===== src/logic/ddrmrs_params.svh =====
/*
  timing counts and field positions for the mode register bank.
  assumes inclusion by bare name from logic/.
*/
`ifndef DDRMRS_PARAMS_SVH
`define DDRMRS_PARAMS_SVH
`define DDRMRS_ADDR_W        13
`define DDRMRS_BA_W          3
`define DDRMRS_MRD_CK        2
`define DDRMRS_BL_LO         0
`define DDRMRS_BL_HI         2
`define DDRMRS_BT_BIT        3
`define DDRMRS_CL_LO         4
`define DDRMRS_CL_HI         6
`define DDRMRS_TM_BIT        7
`define DDRMRS_DLLRST_BIT    8
`define DDRMRS_WR_LO         9
`define DDRMRS_WR_HI         11
`define DDRMRS_DLLDIS_BIT    0
`define DDRMRS_HALF_BIT      1
`define DDRMRS_RTT0_BIT      2
`define DDRMRS_AL_LO         3
`define DDRMRS_AL_HI         5
`define DDRMRS_RTT1_BIT      6
`define DDRMRS_CAL_LO        7
`define DDRMRS_CAL_HI        9
`define DDRMRS_NDQS_BIT      10
`define DDRMRS_OUTDIS_BIT    12
`define DDRMRS_PARTIAL_ARRAY_SELF_REFRESH_LO       0
`define DDRMRS_PARTIAL_ARRAY_SELF_REFRESH_HI       2
`define DDRMRS_DCC_BIT       3
`define DDRMRS_HTSR_BIT      7
`define DDRMRS_CAL_ADJUST    3'h4
`define DDRMRS_CAL_EXIT      3'h0
`define DDRMRS_SEL_MAIN      2'h0
`define DDRMRS_SEL_ONE       2'h1
`define DDRMRS_SEL_TWO       2'h2
`define DDRMRS_SEL_THREE     2'h3
`endif


===== src/logic/ddrmrs_pkg.sv =====
/*
  types for the mode register bank.
  assumes the params header is available.
*/
package ddrmrs_pkg;
  typedef logic [12:0] ddrmrs_word_t;
  typedef enum logic [1:0] {
    DDRMRS_SR_OUT,
    DDRMRS_SR_IN
  } ddrmrs_sr_t;
endpackage


===== src/logic/ddrmrs_sync.sv =====
/*
  two-flop synchroniser for a bus of pin inputs.
  assumes the data are asynchronous to core_clk.
*/
`timescale 1ns/10ps
module ddrmrs_sync #(
  parameter int W = 1
) (
  // clock and reset
  input  wire logic         core_clk,
  input  wire logic         rst,
  // data
  input  wire logic [W-1:0] async_in,
  output logic      [W-1:0] sync_out
);
  logic [W-1:0] meta_q;

  always_ff @(posedge core_clk) begin
    if (rst) begin
      meta_q   <= '0;
      sync_out <= '0;
    end else begin
      meta_q   <= async_in;
      sync_out <= meta_q;
    end
  end
endmodule


===== src/logic/ddrmrs_top.sv =====
/*
  mode and extended mode register bank of a ddr2 sdram: decodes register
  write commands sampled on rising ck edges and drives the decoded fields.
  assumes the controller only writes when idle with cke high, and respects
  the register write cycle time; ck is sampled by core_clk.
*/
`timescale 1ns/10ps
`include "ddrmrs_params.svh"
module ddrmrs_top
  import ddrmrs_pkg::*;
(
  // clock and reset
  input  wire logic        core_clk,
  input  wire logic        rst,
  // memory command pins
  input  wire logic        ck,
  input  wire logic        cke,
  input  wire logic        cs_n,
  input  wire logic        ras_n,
  input  wire logic        cas_n,
  input  wire logic        we_n,
  input  wire logic [2:0]  ba,
  input  wire logic [12:0] addr,
  // main register fields
  output logic [2:0]       burst_length,
  output logic             burst_interleave,
  output logic [2:0]       cas_latency,
  output logic             test_mode,
  output logic             dll_reset,
  output logic [2:0]       write_recovery,
  // register one fields
  output logic             dll_enable,
  output logic             half_strength,
  output logic [2:0]       additive_latency,
  output logic [1:0]       termination_sel,
  output logic [2:0]       driver_calibration,
  output logic             strobe_n_disable,
  output logic             output_disable,
  // register two and three
  output logic [2:0]       partial_array_self_refresh,
  output logic             duty_cycle_corrector,
  output logic             high_temp_refresh,
  output logic [12:0]      ext_three_word,
  // status
  output logic             self_refresh,
  output logic             reg_write_pulse
);
  localparam int SYNC_W = 22;

  logic [SYNC_W-1:0] pins_s;
  logic              ck_s;
  logic              ck_prev_q;
  logic              cke_s;
  logic              cke_prev_q;
  logic              cs_s;
  logic              ras_s;
  logic              cas_s;
  logic              we_s;
  logic [2:0]        ba_s;
  ddrmrs_word_t      addr_s;

  ddrmrs_word_t main_q;
  ddrmrs_word_t one_q;
  ddrmrs_word_t one_d;
  ddrmrs_word_t two_q;
  ddrmrs_word_t three_q;
  ddrmrs_sr_t   sr_q;
  ddrmrs_sr_t   sr_d;

  ddrmrs_sync #(
    .W (SYNC_W)
  ) u_sync (
    .core_clk (core_clk),
    .rst      (rst),
    .async_in ({ck, cke, cs_n, ras_n, cas_n, we_n, ba, addr}),
    .sync_out (pins_s)
  );

  assign {ck_s, cke_s, cs_s, ras_s, cas_s, we_s, ba_s, addr_s} = pins_s;

  wire ck_rise   = ck_s & ~ck_prev_q;
  wire cmd_valid = ck_rise & cke_prev_q & cke_s & ~cs_s;
  // register write: all strobes low, top bank bit low
  wire mrs_cmd   = cmd_valid & ~ras_s & ~cas_s & ~we_s & ~ba_s[2];
  wire ref_cmd   = ck_rise & cke_prev_q & ~cs_s & ~ras_s & ~cas_s & we_s;
  wire sr_entry  = ref_cmd & ~cke_s;
  wire sr_exit   = ck_rise & ~cke_prev_q & cke_s & (cs_s | (ras_s & cas_s & we_s));
  wire wr_main   = mrs_cmd & (ba_s[1:0] == `DDRMRS_SEL_MAIN);
  wire wr_one    = mrs_cmd & (ba_s[1:0] == `DDRMRS_SEL_ONE);
  wire wr_two    = mrs_cmd & (ba_s[1:0] == `DDRMRS_SEL_TWO);
  wire wr_three  = mrs_cmd & (ba_s[1:0] == `DDRMRS_SEL_THREE);
  wire cal_adj   = addr_s[`DDRMRS_CAL_HI:`DDRMRS_CAL_LO] == `DDRMRS_CAL_ADJUST;

  // adjust-mode write keeps the old latency field
  always_comb begin
    one_d = addr_s;
    if (cal_adj) begin
      one_d[`DDRMRS_AL_HI:`DDRMRS_AL_LO] = one_q[`DDRMRS_AL_HI:`DDRMRS_AL_LO];
    end
  end

  always_comb begin
    sr_d = sr_q;
    unique case (sr_q)
      DDRMRS_SR_OUT: if (sr_entry) sr_d = DDRMRS_SR_IN;
      DDRMRS_SR_IN:  if (sr_exit) sr_d = DDRMRS_SR_OUT;
      default:       sr_d = DDRMRS_SR_OUT;
    endcase
  end

  always_ff @(posedge core_clk) begin
    if (rst) begin
      ck_prev_q  <= 1'b0;
      cke_prev_q <= 1'b0;
      sr_q       <= DDRMRS_SR_OUT;
    end else begin
      ck_prev_q  <= ck_s;
      if (ck_rise) begin
        cke_prev_q <= cke_s;
      end
      sr_q       <= sr_d;
    end
  end

  // registers have no reset; contents undefined until written
  always_ff @(posedge core_clk) begin
    if (wr_main) begin
      main_q <= addr_s;
    end
    if (wr_one) begin
      one_q <= one_d;
    end
    if (wr_two) begin
      two_q <= addr_s;
    end
    if (wr_three) begin
      three_q <= addr_s;
    end
  end

  always_ff @(posedge core_clk) begin
    if (rst) begin
      burst_length               <= 3'h0;
      burst_interleave           <= 1'b0;
      cas_latency                <= 3'h0;
      test_mode                  <= 1'b0;
      dll_reset                  <= 1'b0;
      write_recovery             <= 3'h0;
      dll_enable                 <= 1'b0;
      half_strength              <= 1'b0;
      additive_latency           <= 3'h0;
      termination_sel            <= 2'h0;
      driver_calibration         <= 3'h0;
      strobe_n_disable           <= 1'b0;
      output_disable             <= 1'b0;
      partial_array_self_refresh <= 3'h0;
      duty_cycle_corrector       <= 1'b0;
      high_temp_refresh          <= 1'b0;
      ext_three_word             <= 13'h0000;
      self_refresh               <= 1'b0;
      reg_write_pulse            <= 1'b0;
    end else begin
      burst_length       <= main_q[`DDRMRS_BL_HI:`DDRMRS_BL_LO];
      burst_interleave   <= main_q[`DDRMRS_BT_BIT];
      cas_latency        <= main_q[`DDRMRS_CL_HI:`DDRMRS_CL_LO];
      test_mode          <= main_q[`DDRMRS_TM_BIT];
      dll_reset          <= main_q[`DDRMRS_DLLRST_BIT];
      write_recovery     <= main_q[`DDRMRS_WR_HI:`DDRMRS_WR_LO];
      // dll low-true enable bit, forced off in self refresh
      dll_enable         <= ~one_q[`DDRMRS_DLLDIS_BIT] & (sr_q == DDRMRS_SR_OUT);
      half_strength      <= one_q[`DDRMRS_HALF_BIT];
      additive_latency   <= one_q[`DDRMRS_AL_HI:`DDRMRS_AL_LO];
      termination_sel    <= {one_q[`DDRMRS_RTT1_BIT], one_q[`DDRMRS_RTT0_BIT]};
      driver_calibration <= one_q[`DDRMRS_CAL_HI:`DDRMRS_CAL_LO];
      strobe_n_disable   <= one_q[`DDRMRS_NDQS_BIT];
      output_disable     <= one_q[`DDRMRS_OUTDIS_BIT];
      partial_array_self_refresh <= two_q[`DDRMRS_PARTIAL_ARRAY_SELF_REFRESH_HI:`DDRMRS_PARTIAL_ARRAY_SELF_REFRESH_LO];
      duty_cycle_corrector <= two_q[`DDRMRS_DCC_BIT];
      high_temp_refresh  <= two_q[`DDRMRS_HTSR_BIT];
      ext_three_word     <= three_q;
      self_refresh       <= (sr_q == DDRMRS_SR_IN);
      reg_write_pulse    <= mrs_cmd;
    end
  end
endmodule


===== config.mk =====
export PLATFORM = sky130hd
export DESIGN_NAME = ddrmrs_top
export DESIGN_NICKNAME = d
export VERILOG_FILES = /design/src/logic/ddrmrs_pkg.sv /design/src/logic/ddrmrs_sync.sv /design/src/logic/ddrmrs_top.sv
export VERILOG_INCLUDE_DIRS = /design/src /design/src/logic
export SDC_FILE = /design/constraint.sdc
export NUM_CORES = 1
export LEC_CHECK = 0
export BUFFER_PORTS_ARGS = -buffer_cell sky130_fd_sc_hd__buf_2
export CORE_MARGIN = 2
export CORE_UTILIZATION = 55
export DETAILED_ROUTE_END_ITERATION = 6
export HOLD_SLACK_MARGIN = 0.03
export PLACE_DENSITY = 0.87
export REMOVE_ABC_BUFFERS = 1
export SETUP_SLACK_MARGIN = 0.15
export SYNTH_ARGS = -nofsm -noshare
export SYNTH_HDL_FRONTEND = slang
export SYNTH_SLANG_ARGS = --single-unit

===== constraint.sdc =====
create_clock -name core_clk -period 6.16 [get_ports core_clk]
set_input_delay 0.924 -clock core_clk [delete_from_list [all_inputs] [get_ports core_clk]]
set_output_delay 0.924 -clock core_clk [all_outputs]
set_load 0.02 [all_outputs]

After elaboration in Yosys (flattened, before gate mapping)
Index checks and enable logic that the tools add are counted.
{ "word_totals": {"ff_bits": 138, "in_bits": 24, "out_inout_bits": 44, "wordCells": 77} }
{ "classes": {"eq_ne": 7, "mux": 3, "n_bitwise": 34, "n_reduce_logical": 4} }
{ "ops": {"columns": ["cell", "n"], "rows": [
  ["$and 1x1->1", 23],
  ["$not 1->1", 10],
  ["$eq 2x1->1 const B", 2],
  ["$eq 2x2->1 const B", 2],
  ["$logic_not 2->1", 2],
  ["$mux 2", 2],
  ["$ne 2x2->1 const B", 2],
  ["$pmux 2 s2", 1],
  ["$reduce_and 2->1", 2],
  ["$eq 3x3->1 const B", 1],
  ["$or 1x1->1", 1]
]} }

Depth between registers and ports, before layout
Gate-level depths: netlist of run 1.
{ "logic_depth": {"ltp_word": 11, "depth_mapped": 3, "ltp_nobuf": 3} }

By module
From an unflattened synthesis of run 1, not the netlist that was laid out.
{ "hier_totals": {"hier_cells": 254, "area_unflattened_um2": 3849.9} }
{ "by_module_without_submodules": {"columns": ["module", "n_inst", "cells_each", "area_per_inst_um2", "seq_area_each_um2"], "rows": [
  ["ddrmrs_top", 1, 162, 2673.8, 2202.1],
  ["ddrmrs_sync", 1, 92, 1176.1, 880.8]
]} }

Worst setup path after synthesis of run 1
OpenSTA, ideal clock, no wires.
{ "synth_timing": {"path_type": "register -> register", "from": "register u_sync.sync_out[19]", "to": "register three_q[0] (enable)", "setup_ns": 0.400, "arrival_ns": 1.777, "required_ns": 5.760, "setup_slack_ns": 3.983, "stages_incl_launch_ff": 4, "path_buffers": 0, "synth_period_minus_slack_ns": 2.177, "cell_sequence": "dfxtp_1 -> nor4b_4 -> nand4_4 -> nor3_1"} }
{ "synth_via": {"elab_chain_len": 7} }
{ "synth_rtl": {"columns": ["element", "line_no", "source"], "rows": [
  ["start: declaration", "ddrmrs_sync.sv:14", "output logic [W-1:0] sync_out"],
  ["start signal: assignment", "ddrmrs_sync.sv:24", "sync_out <= meta_q;"],
  ["$not 1->1", "ddrmrs_top.sv:82", "wire cmd_valid = ck_rise & cke_prev_q & cke_s & ~cs_s;"],
  ["$and 1x1->1", "ddrmrs_top.sv:82", null],
  ["$and 1x1->1 (4 in series)", "ddrmrs_top.sv:84", "wire mrs_cmd = cmd_valid & ~ras_s & ~cas_s & ~we_s & ~ba_s[2];"],
  ["$and 1x1->1", "ddrmrs_top.sv:91", "wire wr_three = mrs_cmd & (ba_s[1:0] == `DDRMRS_SEL_THREE);"],
  ["via wr_three", "ddrmrs_top.sv:91", null],
  ["end signal: assignment", "ddrmrs_top.sv:137", "three_q <= addr_s;"],
  ["end: declaration", "ddrmrs_top.sv:66", "ddrmrs_word_t three_q;"]
]} }
The timed path passes the listed nets, and every way through them passes these cells.
A chain may end at the register's enable or synchronous reset.

Final worst setup path of run 1
{ "layout_timing": {"from": "register u_sync.sync_out[19]", "to": "register three_q[1] (enable)"} }
The elaborated chain is that of the path after synthesis.

==> metrics.md, run 1 <==
| Metric | Value |
|---|---|
| Outcome | complete, no violations |
| I/O pin count | 68 |
| Worst-Margin Slew | 1.08 ns |
| Reg clk slew, reported paths | 0.05 ns |
| Core area | 6790 um2 |
| FP Rows | 30 |
| Worst hold path class | reg -> reg |
| Met2 GRT Util | 27.1% |
| WL/cell | 12.3 um |
| Synth cell types | 20 |
| Hold_buf cts | 0 |
| TritonCTS clock tree | built |
| Critical Path RT | 6.28 ns |
| Power per cell area | 396 nW/um2 |
| Remaining antenna violation count after routing | 0 |
| Clk sinks | 133 |
| Highest clock rate | 465 MHz |
| Share of the synthesized area in the top cell type | 47.3% |
| Final worst slack | 4.01 ns |
| Antenna cell count | 0 |
| Most frequent cells in the layout | dfxtp_1 (91), nor2b_1 (87), buf_2 (67), edfxtp_1 (42), clkbuf_16 (16) |
| Nets | 356 |
| # setup viols final | 0 |
| Fraction of layout cells with a size suffix above 1 | 29.3% |
| Detailed Routing Iterations Pass 1 | 4 |
| Synthesized area | 3850 um2 |
| Total track usage | 15.4% |
| Initial Util | 56.6% |
| Non-filler cells, final | 441 |
| CTS H-Tree Depth | 4 |
| Final hold violation count | 0 |
| Fin Setup TNS | 0 ns |
| Hpwl dp | 3080 um |
| Die W | 87.6 um |
| GP Congestion | 0.743 |
| DRT iter0 DRCs | 122 |
| Die Height | 87.6 um |
| Avg Synthesized Cell Area | 15.1 um2 |
| Vias | 1973 |
| Met3 Track Usage GR | 7.73% |
| CP Class | reg -> reg |
| I/O Buffers | 67 |
| Critical path peak fanout | 13 |
| Crit end category | register |
| Layout Skew | 0.00909 ns |
| CP arrival | 2.27 ns |
| Number of remaining DRC errors | 0 |
| Slew Limit Fails | 0 |
| Initial antenna violation count | 0 |
| Setup WS pre-CTS | 4.05 ns |
| Synthesis-to-layout area growth | 26.1% |
| Final WL | 5440 um |
| Post-CTS sizing | 0 |
| Top cells by area, synth | dfxtp_1 (47%), edfxtp_1 (33%), nor2b_1 (14%) |
| Yosys warns | 0 |
| Dominant cell type by area after synthesis | dfxtp_1 |
| Global route hottest layer | met2 |
| Post-Syn Instances | 255 |
| CP Launch Type | register |
| Clk Tree Root Cell | clkbuf_8 |
| Synth Register Bits | 133 |
| Clock Path Buffers | 2 |
| Met1 usage | 14.4% |
| Final Cycle Share | 34.9% |
| Maximum vdd drop | 0.000268 V |
| Relative slew slack | 27.9% |
| Minimum clock period | 2.15 ns |
| Grt total ovfl | 0 |
| RSZ-0062 raised after global routing | no |
| First-pass GRT wire length | 8220 um |
| Placed Instances | 409 |
| Post-CTS Setup Bufs | 0 |
| Total power | 1.92 mW |
| Pleak | 1.95 nW |
| TritonCTS Buffers | 17 |
| Die area | 7680 um2 |
| MaxCap Viol Count | 0 |
| Pin count of the biggest net entering global routing | 92 |
| Post-synthesis sequential area ratio | 80.1% |
| Vias per cell | 4.47 |
| Vias in the first global route | 1814 |
| Worst-Skew Late Latency | 0.51 ns |
| Most common cell after layout, fill and taps aside | dfxtp_1 |
power by group:
part,internal [mW],total [mW],switching (mW)
logic,0.0207,0.0494,0.0287
clock network,0.610,0.937,0.328
registers,0.924,0.933,0.00903
total,1.55,1.92,0.365
kinds of logic after synthesis:
family | count (synthesis) | synth area share (%)
simple gates | 106 | 17.6
compound gates | 4 | 1.14
flops | 133 | 80.1
buf+inv | 12 | 1.17
metal layers:
layer  part of all wire [%]  vias up
met5                      0        -
met4                    1.6        0
met3                    6.0       10
met2                     54       70
met1                     38      908
li1                       -      985
synth_stat cells:
library cell	n
a2111oi_4	1
a21oi_1	1
a31oi_1	1
and2b_1	1
buf_1	1
clkbuf_1	9
dfxtp_1	91
edfxtp_1	42
inv_1	2
nand2_1	2
nand2b_1	2
nand3_1	1
nand3b_1	1
nand4_1	1
nand4_4	1
nor2_1	4
nor2b_1	87
nor3_1	5
nor4b_4	1
o21ai_0	1
worst paths after layout:
kind	slack (ns)	cells after the start	startpoint	endpoint
max	4.01	3	u_sync.sync_out[19]	three_q[1]
min reg2reg	0.43	1	one_q[0]	dll_enable
max reg2reg	4.01	3	u_sync.sync_out[19]	three_q[1]
min	0.43	1	one_q[0]	dll_enable
through the flow:
| step | instance area, um2 | util [%] | hold WS, ns |
|---|---|---|---|
| finish | 4850 | 71.4 | 0.430 |
| global placement | 4290 | 63.1 | 0.409 |
| floorplan | 3810 | - | 0.388 |
| CTS | 4850 | 71.4 | 0.433 |
| global route | 4850 | 71.4 | 0.448 |
| detailed placement | 4290 | 63.1 | 0.412 |
area by class of cell:
cell class / count / area [um2]
clock inverter: 11 / 134
fill: 447 / 1940
tap: 96 / 120
clock buffer: 21 / 429
sequential: 133 / 3080
inverter: 2 / 7.51
timing repair buffer: 68 / 343
multi-input combinational: 110 / 734
critical path, cell delays in order (launching register included):
cell and delay [ns]:
dfxtp_1 0.34, nor4b_4 0.36, nand4_4 0.21, nor3_2 0.85
state kept, by name, indices dropped and copies added, names as in the netlist, 2 cells and up:
| register | cells |
|---|---|
| cas_latency | 3 |
| termination_sel | 2 |
| burst_length | 3 |
| main_q | 12 |
| two_q | 5 |
| three_q | 13 |
| ext_three_word | 13 |
| u_sync.sync_out | 22 |
| partial_array_self_refresh | 3 |
| u_sync.meta_q | 22 |
| driver_calibration | 3 |
| one_q | 12 |
| additive_latency | 3 |
| write_recovery | 3 |
(Power assumes the default switching activity.)
==> run 2: changes to the inputs <==
ABC_AREA = 1   (was unset)
CORE_UTILIZATION = 54   (was 55)
PLACE_DENSITY = 0.85   (was 0.87)
clock period = 2.1 ns   (was 6.16 ns; I/O delays follow)
==> run 2 against run 1 <==
Clock skew shrank 0.0028 ns. Die area grew 5.4%. First-iteration DRC count grew 3.3%. Largest power group is now registers. Power grew to 2.9 times the previous value. Core utilization grew 0.99 points. Worst setup slack lost 3.5 ns. Clock power grew to 2.9 times the previous value. Critical path depth grew 3.
==> metrics.md, run 2 <==
| Metric | Value |
|---|---|
| FP Rows | 31 (+3.3%) |
| TritonCTS Buffers | 17 (unchanged) |
| DRT iter0 DRCs | 126 (+3.3%) |
| Layout Utilization | 72.4% (+0.99 points) |
| Pin count of the biggest net entering global routing | 47 (-49%) |
| Final Cycle Share | 76.4% (+41 points) |
| Outcome | complete, no violations |
| Worst-Skew Late Latency | 0.51 ns (about the same) |
| Worst hold path class | in -> reg |
| Non-filler cells, final | 573 (+30%) |
| Share of the synthesized area in the top cell type | 45.6% (-1.7 points) |
| Final WL | 6880 um (+27%) |
| Clock Path Buffers | 2 (unchanged) |
| Reg2Reg Depth | 6 (+3) |
| Minimum clock period | 1.60 ns (-0.547 ns) |
| Fraction of layout cells with a size suffix above 1 | 22.4% (-6.9 points) |
| Initial antenna violation count | 0 (unchanged) |
| Detailed Routing Iterations Pass 1 | 4 (unchanged) |
| Top cells by area, synth | dfxtp_1 (46%), edfxtp_1 (32%), inv_1 (9.0%) |
| Placed Instances | 519 (+27%) |
| Vias | 2458 (+25%) |
| Post-synthesis sequential area ratio | 77.2% (-2.9 points) |
| Largest regs | u_sync.meta_q x22, u_sync.sync_out x22 |
| Initial Util | 55.3% (-1.3 points) |
| Placed cell area | 4450 um2 (+3.7%) |
| Clk sinks | 133 (unchanged) |
| Number of remaining DRC errors | 0 (unchanged) |
| Pleak | 2.51 nW (+29%) |
| Synthesis-to-layout area growth | 30.8% |
| Relative slew slack | 63.6% (+36 points) |
| Power per cell area | 1080 nW/um2 (+170%) |
| Ys async rst share | 0% (unchanged) |
| # setup viols final | 0 (unchanged) |
| Worst-Margin Slew | 0.544 ns (-0.532 ns) |
| RSZ-0062 raised after global routing | no |
| Most common cell after layout, fill and taps aside | inv_1 |
| Die W | 90.0 um (+2.7%) |
| CTS H-Tree Depth | 4 (unchanged) |
| GP Congestion | 0.782 (+5.3%) |
| WL/cell | 12.0 um (-2.6%) |
| Fin Setup TNS | 0 ns (unchanged) |
| Layout Skew | 0.00629 ns (-0.00280 ns) |
| Critical path peak fanout | 9 (-4) |
| Vias per cell | 4.29 (-4.1%) |
| Grt total ovfl | 0 (unchanged) |
| Vias in the first global route | 2481 (+37%) |
| Main synth FF type | dfxtp_1 |
| CP Launch Type | register |
| Avg Synthesized Cell Area | 11.2 um2 (-26%) |
| MaxCap Viol Count | 0 (unchanged) |
| Die area | 8090 um2 (+5.4%) |
| Remaining antenna violation count after routing | 0 (unchanged) |
| I/O Buffers | 67 (unchanged) |
| Synth Register Bits | 133 (unchanged) |
| Most frequent cell after synthesis | inv_1 |
| Slew Limit Fails | 0 (unchanged) |
| Nets | 485 (+36%) |
| Highest clock rate | 624 MHz (+34%) |
| Critical Path RT | 2.31 ns (-3.97 ns) |
| Die Height | 90.0 um (+2.7%) |
| Final hold violation count | 0 (unchanged) |
| Antenna cell count | 0 (unchanged) |
| Hpwl dp | 3950 um (+28%) |
| First-pass GRT wire length | 11400 um (+38%) |
| I/O pin count | 68 (unchanged) |
| Min-Delay Path Depth | 2 (+1) |
| Total track usage | 19.0% (+3.6 points) |
| Reg clk slew, reported paths | 0.05 ns (about the same) |
| Crit end category | register |
| TritonCTS clock tree | built |
| Dominant cell type by area after synthesis | dfxtp_1 |
| Post-synth EDFFs | 42 (unchanged) |
| CP arrival | 1.81 ns (-0.46 ns) |
| Synth cell types | 16 (-20%) |
| Synthesized area | 3990 um2 (+3.7%) |
| CP Class | reg -> reg |
| Most frequent cells in the layout | inv_1 (96), nor2_1 (95), dfxtp_1 (91), buf_2 (67), edfxtp_1 (42) |
| Post-Syn Instances | 357 (+40%) |
| Maximum vdd drop | 0.000597 V (+120%) |
| Post-route design area | 5220 um2 (+7.7%) |
| Clk Tree Root Cell | clkbuf_8 |
| Post-CTS sizing | 0 (unchanged) |
| Yosys warns | 0 (unchanged) |
| Core area | 7210 um2 (+6.2%) |
| Post-CTS Setup Bufs | 0 (unchanged) |
| Synth cell count leaders | inv_1 (96), nor2_1 (95), dfxtp_1 (91), edfxtp_1 (42), buf_2 (8) |
==> run 2: worst paths after layout <==
path                                           from                   to  slack [ns]
worst max-delay path            u_sync.sync_out[19]           three_q[2]        0.50
worst min-delay path                            rst  u_sync.sync_out[11]        0.24
worst max register to register  u_sync.sync_out[19]           three_q[2]        0.50
worst min register to register    u_sync.meta_q[13]  u_sync.sync_out[13]        0.40
==> run 2: kinds of logic after synthesis <==
logic type / count (synthesis) / share of synthesized area (%)
buf+inv: 107 / 10.7
compound gates: 1 / 0.125
flops: 133 / 77.2
simple gates: 116 / 11.9
==> run 2: metal layers <==
metal	up-vias	part of all wire [%]	GRT usage, %
met5	-	0	0
met4	0	1.4	9.87
met3	9	4.7	8.30
met2	84	55	33.3
met1	1118	39	19.1
li1	1247	-	-
==> run 2: critical path: stages, from the launching register on <==
cell     delay, ns
dfxtp_1       0.29
inv_1         0.09
nand2_2       0.07
nor2_4        0.17
nand4_1       0.11
nor2_1        0.31
buf_4         0.26
==> run 2: metrics by stage <==
stage | setup slack [ns] | power, mW | hold slack [ns]
global placement | 0.620 | 2.94 | 0.393
CTS | 0.480 | 5.68 | 0.213
finish | 0.496 | 5.65 | 0.243
detailed placement | 0.534 | 2.94 | 0.392
global route | 0.354 | 5.85 | 0.247
floorplan | 0.515 | 2.86 | 0.384
==> run 2: area by class of cell <==
type,count,area (um2)
sequential,133,3080
fill,491,1990
timing repair buffer,95,613
multi-input combinational,117,482
clock buffer,21,450
inverter,97,364
tap,99,124
clock inverter,11,106
==> run 2: what timing repair did <==
action,CTS,global route
hold endpoints to repair,22,0
setup endpoints to repair,0,0
hold buffers,22,0
==> run 2: power by group <==
group          internal, mW  switching (mW)
combinational        0.0856           0.108
clock                  1.74           0.984
sequential             2.71          0.0249
total                  4.53            1.12
